[config.mk]
export PLATFORM = sky130hd
export DESIGN_NAME = vlan_port_service_translator
export DESIGN_NICKNAME = d
export VERILOG_FILES = /design/src/frame_fifo.v /design/src/vlan_port_service_translator.v
export VERILOG_INCLUDE_DIRS = /design/src
export SDC_FILE = /design/constraint.sdc
export NUM_CORES = 2
export LEC_CHECK = 0
export ABC_AREA = 0
export BUFFER_PORTS_ARGS = -buffer_cell sky130_fd_sc_hd__buf_2
export CAP_MARGIN = 20
export CORE_ASPECT_RATIO = 2
export CORE_MARGIN = 2
export CORE_UTILIZATION = 53
export DETAILED_ROUTE_END_ITERATION = 8
export MAX_ROUTING_LAYER = met4
export PLACE_DENSITY = 0.69
export SYNTH_ARGS = -nofsm -noshare
export SYNTH_HDL_FRONTEND = slang
export SYNTH_SLANG_ARGS = --single-unit
[constraint.sdc]
create_clock -name clock_in -period 5.4 [get_ports clock_in]
set_input_delay 1.08 -clock clock_in [delete_from_list [all_inputs] [get_ports clock_in]]
set_output_delay 1.08 -clock clock_in [all_outputs]
set_load 0.05 [all_outputs]
[src/vlan_xlate_regs.vh]
`ifndef VLAN_XLATE_REGS_VH
`define VLAN_XLATE_REGS_VH

// VLAN identifier layout and field widths
`define VID_W 12
`define PORT_MSB 11
`define PORT_LSB 8
`define SVC_MSB 7
`define SVC_LSB 0
`define PCP_W 3
`define HANDLE_W 16

// Special identifier and priority values
`define VID_MGMT 12'h0ff
`define VID_UNTAG_SVC 12'h080
`define VID_ZERO 12'h000
`define SVC_UNTAG 8'h80
`define SVC_RESERVED 8'hff
`define SVC_NONE 8'h00
`define PORT_LAN_OUT 4'h0
`define PCP_DEFAULT 3'h0

// Upstream queue word: handle, pcp, tagged flag, vid
`define QW_W 32
`define QW_VID_LSB 0
`define QW_TAG_BIT 12
`define QW_PCP_LSB 13
`define QW_HANDLE_LSB 16

// Upstream queueing
`define NUM_QUEUES 4
`define QUEUE_DEPTH 32
`define QUEUE_AW 5
`define QUEUE_LOWEST 2'h0

`endif

[src/frame_fifo.v]
`timescale 1ns/1ps
module frame_fifo #(
  parameter WIDTH = 32,
  parameter DEPTH = 32,
  parameter AW = 5
) (
  input wire clock_in,
  input wire resetn_in,
  input wire in_valid_in,
  output wire in_ready_out,
  input wire [WIDTH-1:0] in_data_in,
  output wire out_valid_out,
  input wire out_ready_in,
  output wire [WIDTH-1:0] out_data_out
);
  reg [WIDTH-1:0] mem [0:DEPTH-1];
  reg [AW-1:0] wr_ptr_ff;
  reg [AW-1:0] rd_ptr_ff;
  reg [AW:0] count_ff;
  wire push;
  wire pop;

  assign in_ready_out = (count_ff != DEPTH[AW:0]);
  assign out_valid_out = (count_ff != {(AW+1){1'b0}});
  assign out_data_out = mem[rd_ptr_ff];
  assign push = in_valid_in & in_ready_out;
  assign pop = out_valid_out & out_ready_in;

  always @(posedge clock_in) begin
    if (push) begin
      mem[wr_ptr_ff] <= in_data_in;
    end
  end

  always @(posedge clock_in) begin
    if (!resetn_in) begin
      wr_ptr_ff <= {AW{1'b0}};
      rd_ptr_ff <= {AW{1'b0}};
      count_ff <= {(AW+1){1'b0}};
    end else begin
      if (push) begin
        wr_ptr_ff <= (wr_ptr_ff == DEPTH[AW-1:0] - 1'b1) ? {AW{1'b0}} :
                     wr_ptr_ff + 1'b1;
      end
      if (pop) begin
        rd_ptr_ff <= (rd_ptr_ff == DEPTH[AW-1:0] - 1'b1) ? {AW{1'b0}} :
                     rd_ptr_ff + 1'b1;
      end
      if (push & ~pop) begin
        count_ff <= count_ff + 1'b1;
      end else if (pop & ~push) begin
        count_ff <= count_ff - 1'b1;
      end
    end
  end
endmodule // frame_fifo

[src/vlan_port_service_translator.v]
`timescale 1ns/1ps
`include "vlan_xlate_regs.vh"

module vlan_port_service_translator (
  input wire clock_in,
  input wire resetn_in,
  // Upstream: frame descriptors received on LAN ports
  input wire up_in_valid_in,
  output wire up_in_ready_out,
  input wire [3:0] up_in_port_in,
  input wire up_in_tagged_in,
  input wire [2:0] up_in_pcp_in,
  input wire [11:0] up_in_vid_in,
  input wire [15:0] up_in_handle_in,
  output wire up_drop_out,
  // Upstream: scheduled descriptors toward the uplink
  output wire up_out_valid_out,
  input wire up_out_ready_in,
  output wire [1:0] up_out_queue_out,
  output wire [2:0] up_out_pcp_out,
  output wire [11:0] up_out_vid_out,
  output wire [15:0] up_out_handle_out,
  // Downstream: descriptors from the uplink
  input wire dn_in_valid_in,
  output wire dn_in_ready_out,
  input wire dn_in_tagged_in,
  input wire [2:0] dn_in_pcp_in,
  input wire [11:0] dn_in_vid_in,
  input wire [15:0] dn_in_handle_in,
  output wire dn_drop_out,
  // Downstream: descriptors toward a LAN port or management
  output wire dn_out_valid_out,
  input wire dn_out_ready_in,
  output wire dn_out_mgmt_out,
  output wire [3:0] dn_out_port_out,
  output wire dn_out_tagged_out,
  output wire [2:0] dn_out_pcp_out,
  output wire [11:0] dn_out_vid_out,
  output wire [15:0] dn_out_handle_out
);
  localparam Q_SERVE = 1'b0;
  localparam Q_NEXT = 1'b1;

  function [3:0] queue_weight;
    input [1:0] q;
    begin
      queue_weight = 4'h1 << q;
    end
  endfunction

  function [3:0] port_of;
    input [11:0] vid;
    begin
      port_of = vid[`PORT_MSB:`PORT_LSB];
    end
  endfunction

  function [7:0] svc_of;
    input [11:0] vid;
    begin
      svc_of = vid[`SVC_MSB:`SVC_LSB];
    end
  endfunction

  // ---------------- Upstream classification ----------------
  reg up_rdy_ff;
  reg up_stage_valid_ff;
  reg [1:0] up_stage_queue_ff;
  reg [`QW_W-1:0] up_stage_word_ff;
  reg up_drop_ff;
  reg ing_drop;
  reg [11:0] ing_vid;
  reg [2:0] ing_pcp;
  reg [1:0] ing_queue;
  wire up_accept;
  wire up_drain;
  wire nxt_up_stage_valid;
  wire [`NUM_QUEUES-1:0] q_in_ready;
  wire [`NUM_QUEUES-1:0] q_out_valid;
  wire [`QW_W-1:0] q_out_data [0:`NUM_QUEUES-1];
  reg [`NUM_QUEUES-1:0] q_pop;

  assign up_accept = up_in_valid_in & up_rdy_ff;

  always @* begin
    // Checks look only at the received tag flag and identifier
    ing_drop = up_in_tagged_in &&
               (svc_of(up_in_vid_in) == `SVC_RESERVED ||
                up_in_vid_in == `VID_UNTAG_SVC ||
                up_in_vid_in == `VID_MGMT);
    ing_pcp = up_in_pcp_in;
    ing_vid = {up_in_port_in, svc_of(up_in_vid_in)};
    if (!up_in_tagged_in) begin
      ing_vid = {up_in_port_in, `SVC_UNTAG};
      ing_pcp = `PCP_DEFAULT;
    end else if (up_in_vid_in == `VID_ZERO) begin
      ing_vid = {up_in_port_in, `SVC_UNTAG};
      ing_pcp = `PCP_DEFAULT;
    end
    if (!up_in_tagged_in) begin
      ing_queue = `QUEUE_LOWEST;
    end else begin
      ing_queue = ing_vid[`SVC_MSB:`SVC_MSB-1];
    end
  end

  assign up_drain = up_stage_valid_ff & q_in_ready[up_stage_queue_ff];
  assign nxt_up_stage_valid = (up_stage_valid_ff & ~up_drain) |
                              (up_accept & ~ing_drop);

  always @(posedge clock_in) begin
    if (!resetn_in) begin
      up_rdy_ff <= 1'b0;
      up_stage_valid_ff <= 1'b0;
      up_stage_queue_ff <= 2'h0;
      up_stage_word_ff <= {`QW_W{1'b0}};
      up_drop_ff <= 1'b0;
    end else begin
      up_rdy_ff <= ~nxt_up_stage_valid;
      up_stage_valid_ff <= nxt_up_stage_valid;
      up_drop_ff <= up_accept & ing_drop;
      if (up_accept & ~ing_drop) begin
        up_stage_queue_ff <= ing_queue;
        up_stage_word_ff <= {up_in_handle_in, ing_pcp, 1'b1, ing_vid};
      end
    end
  end

  genvar gi;
  generate
    for (gi = 0; gi < `NUM_QUEUES; gi = gi + 1) begin : g_queue
      frame_fifo #(
        .WIDTH(`QW_W),
        .DEPTH(`QUEUE_DEPTH),
        .AW(`QUEUE_AW)
      ) u_fifo (
        .clock_in(clock_in),
        .resetn_in(resetn_in),
        .in_valid_in(up_stage_valid_ff && up_stage_queue_ff == gi),
        .in_ready_out(q_in_ready[gi]),
        .in_data_in(up_stage_word_ff),
        .out_valid_out(q_out_valid[gi]),
        .out_ready_in(q_pop[gi]),
        .out_data_out(q_out_data[gi])
      );
    end
  endgenerate

  // ---------------- Weighted scheduler ----------------
  reg sched_state_ff;
  reg [1:0] cur_q_ff;
  reg [3:0] served_ff;
  reg up_out_valid_ff;
  reg [1:0] up_out_queue_ff;
  reg [2:0] up_out_pcp_ff;
  reg [11:0] up_out_vid_ff;
  reg [15:0] up_out_handle_ff;
  wire out_free;
  wire take;
  wire [`QW_W-1:0] head;

  assign out_free = ~up_out_valid_ff | up_out_ready_in;
  assign take = (sched_state_ff == Q_SERVE) & out_free & q_out_valid[cur_q_ff];
  assign head = q_out_data[cur_q_ff];

  always @* begin
    q_pop = {`NUM_QUEUES{1'b0}};
    q_pop[cur_q_ff] = take;
  end

  always @(posedge clock_in) begin
    if (!resetn_in) begin
      sched_state_ff <= Q_SERVE;
      cur_q_ff <= 2'h0;
      served_ff <= 4'h0;
      up_out_valid_ff <= 1'b0;
      up_out_queue_ff <= 2'h0;
      up_out_pcp_ff <= 3'h0;
      up_out_vid_ff <= 12'h000;
      up_out_handle_ff <= 16'h0000;
    end else begin
      if (up_out_ready_in) begin
        up_out_valid_ff <= 1'b0;
      end
      if (take) begin
        up_out_valid_ff <= 1'b1;
        up_out_queue_ff <= cur_q_ff;
        up_out_pcp_ff <= head[`QW_PCP_LSB+2:`QW_PCP_LSB];
        up_out_vid_ff <= head[`QW_TAG_BIT-1:`QW_VID_LSB];
        up_out_handle_ff <= head[`QW_W-1:`QW_HANDLE_LSB];
      end
      case (sched_state_ff)
        Q_SERVE: begin
          // Up to weight frames per visit, then move on
          if (take) begin
            if (served_ff + 4'h1 == queue_weight(cur_q_ff)) begin
              sched_state_ff <= Q_NEXT;
            end
            served_ff <= served_ff + 4'h1;
          end else if (!q_out_valid[cur_q_ff]) begin
            sched_state_ff <= Q_NEXT;
          end
        end
        Q_NEXT: begin
          cur_q_ff <= cur_q_ff + 2'h1;
          served_ff <= 4'h0;
          sched_state_ff <= Q_SERVE;
        end
        default: begin
          sched_state_ff <= Q_SERVE;
        end
      endcase
    end
  end

  // ---------------- Downstream classification ----------------
  reg dn_rdy_ff;
  reg dn_out_valid_ff;
  reg dn_out_mgmt_ff;
  reg [3:0] dn_out_port_ff;
  reg dn_out_tagged_ff;
  reg [2:0] dn_out_pcp_ff;
  reg [11:0] dn_out_vid_ff;
  reg [15:0] dn_out_handle_ff;
  reg dn_drop_ff;
  reg eg_drop;
  reg eg_mgmt;
  wire dn_accept;
  wire nxt_dn_out_valid;

  assign dn_accept = dn_in_valid_in & dn_rdy_ff;

  always @* begin
    eg_mgmt = dn_in_tagged_in && dn_in_vid_in == `VID_MGMT;
    eg_drop = 1'b0;
    if (!dn_in_tagged_in) begin
      eg_drop = 1'b1;
    end else if (!eg_mgmt) begin
      if (svc_of(dn_in_vid_in) == `SVC_RESERVED &&
          port_of(dn_in_vid_in) != `PORT_LAN_OUT) begin
        eg_drop = 1'b1;
      end
      if (svc_of(dn_in_vid_in) == `SVC_NONE) begin
        eg_drop = 1'b1;
      end
    end
  end

  assign nxt_dn_out_valid = (dn_out_valid_ff & ~dn_out_ready_in) |
                            (dn_accept & ~eg_drop);

  always @(posedge clock_in) begin
    if (!resetn_in) begin
      dn_rdy_ff <= 1'b0;
      dn_out_valid_ff <= 1'b0;
      dn_out_mgmt_ff <= 1'b0;
      dn_out_port_ff <= 4'h0;
      dn_out_tagged_ff <= 1'b0;
      dn_out_pcp_ff <= 3'h0;
      dn_out_vid_ff <= 12'h000;
      dn_out_handle_ff <= 16'h0000;
      dn_drop_ff <= 1'b0;
    end else begin
      dn_rdy_ff <= ~nxt_dn_out_valid;
      dn_out_valid_ff <= nxt_dn_out_valid;
      dn_drop_ff <= dn_accept & eg_drop;
      if (dn_accept & ~eg_drop) begin
        dn_out_mgmt_ff <= eg_mgmt;
        dn_out_port_ff <= port_of(dn_in_vid_in);
        dn_out_pcp_ff <= dn_in_pcp_in;
        dn_out_handle_ff <= dn_in_handle_in;
        if (eg_mgmt) begin
          dn_out_tagged_ff <= 1'b1;
          dn_out_vid_ff <= dn_in_vid_in;
        end else begin
          dn_out_vid_ff <= {`PORT_LAN_OUT, svc_of(dn_in_vid_in)};
          dn_out_tagged_ff <= (svc_of(dn_in_vid_in) != `SVC_UNTAG);
        end
      end
    end
  end

  assign up_in_ready_out = up_rdy_ff;
  assign up_drop_out = up_drop_ff;
  assign up_out_valid_out = up_out_valid_ff;
  assign up_out_queue_out = up_out_queue_ff;
  assign up_out_pcp_out = up_out_pcp_ff;
  assign up_out_vid_out = up_out_vid_ff;
  assign up_out_handle_out = up_out_handle_ff;
  assign dn_in_ready_out = dn_rdy_ff;
  assign dn_drop_out = dn_drop_ff;
  assign dn_out_valid_out = dn_out_valid_ff;
  assign dn_out_mgmt_out = dn_out_mgmt_ff;
  assign dn_out_port_out = dn_out_port_ff;
  assign dn_out_tagged_out = dn_out_tagged_ff;
  assign dn_out_pcp_out = dn_out_pcp_ff;
  assign dn_out_vid_out = dn_out_vid_ff;
  assign dn_out_handle_out = dn_out_handle_ff;
endmodule // vlan_port_service_translator

==> impl_metrics.py <==
metrics = {
    "synth": {
        "synth_nets": 7880,
        "synthCells": 7747,
        "ys_types": 78,
        "syn_area_um2": 160000,
        "synth_seq_area_share": 0.768,
        "synth_edf_count": 3968,
        "synth_top_cell_by_area": "edfxtp_1",
        "yosysWarningCount": 0,
        "async_flop_share": 0,
        "synth-seq-cells": 4168,
        "synth_top_area_share": 0.743,
        "netlist_top_cells_area": "edfxtp_1 (74%), mux4_2 (12%), mux2i_1 (2.6%)",
        "avgSynthCellArea_um2": 20.7,
        "synthFlopType": "edfxtp_1",
    },
    "route": {
        "dr.pass1.iters": 6,
        "wl_per_cell_um": 34.4,
        "wirelength_met1_um": 144000,
        "drtAntennaViolNets": 1,
        "viasPerCell": 6.48,
        "routed_wl_um": 428000,
        "met2_length_um": 221000,
        "wl_met3_um": 31600,
        "routed.top_layer": "met4",
        "drc_errors": 0,
        "vias": 80523,
        "drt_iter0_drc": 9316,
    },
    "sta": {
        "period_needed_ps": 4390,
        "setup_viol": 0,
        "max_slew_margin": 0.191,
        "hold_viol": 0,
        "rsz0062_at_grt": "false",
        "tns_ps": 0,
        "slew_viol_final": 0,
        "skew_ps": 86.5,
        "max_freq_ghz": 0.228,
        "worst_pin_slew_ps": 1210,
        "fin_crit_sh": 0.814,
        "holdWs_ps": 404,
    },
    "clocking": {
        "cts_tree": "built",
        "clkSinkCount": 4168,
        "cts.path.max_buffers": 4,
        "clkSlewWorstSetupHoldPaths_ps": 60,
        "numCtsBuffers": 354,
        "post_cts_resized": 0,
        "htree_levels": 5,
        "post_cts_buffers": 0,
        "ctsRootBufferMaster": "clkbuf_16",
        "clk_latency_ps": 950,
        "cts_hold_buf": 0,
    },
    "min_path": {
        "hold_path_class": "in -> reg",
    },
    "setup_path": {
        "cp.required_ps": 6220,
        "cpPeakStageDelay_ps": 690,
        "crit_slowest_cell": "nor4_1",
        "endpoint_kind": "register",
        "crit_fanout": 13,
        "cp-start-kind": "register",
        "path_class": "reg -> reg",
        "crit_chain": "nor4_1, nor4b_1, or3_1, a21o_1, ha_1, inv_1, ha_1, a21o_1, a21oi_1, o21bai_1, a21oi_1, mux2i_1, mux2i_1",
        "path_buf_inv": 1,
        "cp.arrival_ps": 5220,
        "crit_family": "simple AND/OR/NAND/NOR gates",
    },
    "floorplan": {
        "pin_count": 150,
        "rows": 285,
        "die_area_um2": 307000,
        "start_util": 0.533,
        "core-area_um2": 301000,
        "die_h_um": 782,
        "die_x_um": 393,
    },
    "global_routing": {
        "grt_overflow_total": 0,
        "grt_pass1_vias": 82282,
        "grt_max_degree": 97,
        "antenna_found_initial": 16,
        "grt_usage": 0.288,
        "grt_pass1_wl_um": 604000,
    },
    "layout": {
        "fin_nets": 8243,
        "seq_area_um2": 123000,
        "syn_to_final_growth_pct": 11.8,
        "multi_input_area_um2": 35900,
        "final_layout_size_suffix_gt1_frac": 0.252,
        "fillerInstances": 20984,
    },
    "run_status": {
        "status": "finished with violations",
        "violations": "antenna violations",
    },
    "power_and_ir_drop": {
        "power_density_nw_per_um2": 373,
        "power.share.sequential": 0.538,
        "p_sw_frac": 0.236,
        "pwr-share-clk": 0.382,
        "combPwrFrac": 0.080,
        "power.leakage_nw": 55.5,
        "p_switching_mw": 15.8,
        "p_int_mw": 51.1,
        "peakVddDrop_mv": 0.247,
    },
    "placed_design": {
        "place_hpwl_um": 260000,
        "gp_congestion": 0.893,
        "io_buffers": 149,
    },
    "job": {
        "maxCapViolCount": 0,
    },
}
## per-layer routing
layer  global-route usage  vias up
li1                     -    32988
met1                0.336    42686
met2                0.479     3986
met3               0.0358      863
met4                0.172        0
met5                    -        -
## cell usage after synthesis, drive strengths merged, types with 26 or more instances
cell type,count
nor2,317
clkbuf,210
a211o,26
dfxtp,200
a221oi,88
o21ai,88
o221ai,26
nand4,34
a221o,30
mux4,858
edfxtp,3968
nand3,52
a22oi,95
a21oi,151
buf,226
a41oi,26
mux2,85
o22ai,147
or4,34
mux2i,424
nand2,161
inv,83
and2,35
ha,55
## per-stage QoR
stage                     setup WS, ps  instance area [µm²]  utilization  instances  total power, mW
after floorplan                    562               160000            -       7747             39.5
after global placement             627               168000        0.557      11756             41.9
after detailed placement           616               168000        0.557      11765             42.0
after CTS                         1050               179000        0.595      12402             67.1
after global routing               696               179000        0.596      12415             68.4
final                             1010               179000        0.596      12424             66.9
## final cells by class
type | instances | share of cell area
flip-flops and latches | 4168 | 0.687
repair buffers | 443 | 0.0195
multi-input cells | 3058 | 0.200
well taps | 4018 | 0.0280
diodes | 15 | 0.000209
inverters | 85 | 0.00181
clock inverters | 195 | 0.0108
clock buffers | 442 | 0.0526
## worst register-to-register path: stages, from the launching register on
cell      delay (ps)
dfxtp_1          350
nor4_1           700
nor4b_1          520
or3_1            510
a21o_1           330
ha_1             220
inv_1            130
ha_1             310
a21o_1           200
a21oi_1          230
o21bai_1         120
a21oi_1          240
mux2i_1          270
mux2i_1          200
## final timing paths
kind,end,startpoint,depth (start not counted),slack [ps]
setup / recovery,g_queue[3].u_fifo.count_ff[5],g_queue[1].u_fifo.count_ff[2],13,1010
hold / removal,dn_out_handle_out[15],dn_in_handle_in[15],3,400
setup reg to reg,g_queue[3].u_fifo.count_ff[5],g_queue[1].u_fifo.count_ff[2],13,1010
hold reg to reg,dn_out_tagged_out,dn_out_tagged_out,2,460
## power groups by stage
stage          combinational [mW]  clock, mW  sequential, mW
6_report                     5.37       25.5            36.0
2_1_floorplan                2.68          0            36.8
4_1_cts                      5.31       25.9            36.0
5_1_grt                      5.50       27.0            36.0
3_5_place_dp                 5.29          0            36.7
3_3_place_gp                 5.23          0            36.7
## cells by family after synthesis
| family | count (synthesis) | share of synthesized area |
|---|---|---|
| adder cells (fa/ha/maj) | 59 | 0.00479 |
| AO/OA/AOI/OAI | 798 | 0.0351 |
| XOR/XNOR | 24 | 0.00131 |
| multiplexers | 1367 | 0.153 |
| flip-flops | 4168 | 0.768 |
| buffers and inverters | 521 | 0.0139 |
| AND/OR/NAND/NOR | 810 | 0.0245 |
## registers in the layout, summed over array words and instances, names as in the netlist, 2 cells and up, named ones only
signal and cells:
up_out_vid_out 12, up_out_pcp_out 3, served_ff 4, g_queue.u_fifo.wr_ptr_ff 20, dn_out_vid_out 12, dn_out_port_out 4
up_stage_word_ff 30, g_queue.u_fifo.mem 3968, up_stage_queue_ff 2, g_queue.u_fifo.count_ff 24, g_queue.u_fifo.rd_ptr_ff 20, up_out_handle_out 16
up_out_queue_out 2, cur_q_ff 2, dn_out_pcp_out 3, dn_out_handle_out 16
## placed cells by master, fill, tap and decap left out, types with 64 or more instances in the layout
cell	netlist	final
dfxtp_1	200	152
o22ai_1	147	147
mux4_2	858	858
inv_1	80	79
nor2_4	0	90
clkinv_2	0	64
buf_2	123	150
a21oi_1	151	151
edfxtp_1	3968	3968
buf_4	22	254
nor2_1	317	188
a22oi_1	95	95
o21ai_0	86	86
a221oi_1	88	88
clkbuf_1	208	68
mux2_2	85	85
clkbuf_16	0	359
nand2_1	161	161
mux2i_1	424	424
Power figures use the tool's default switching activity.
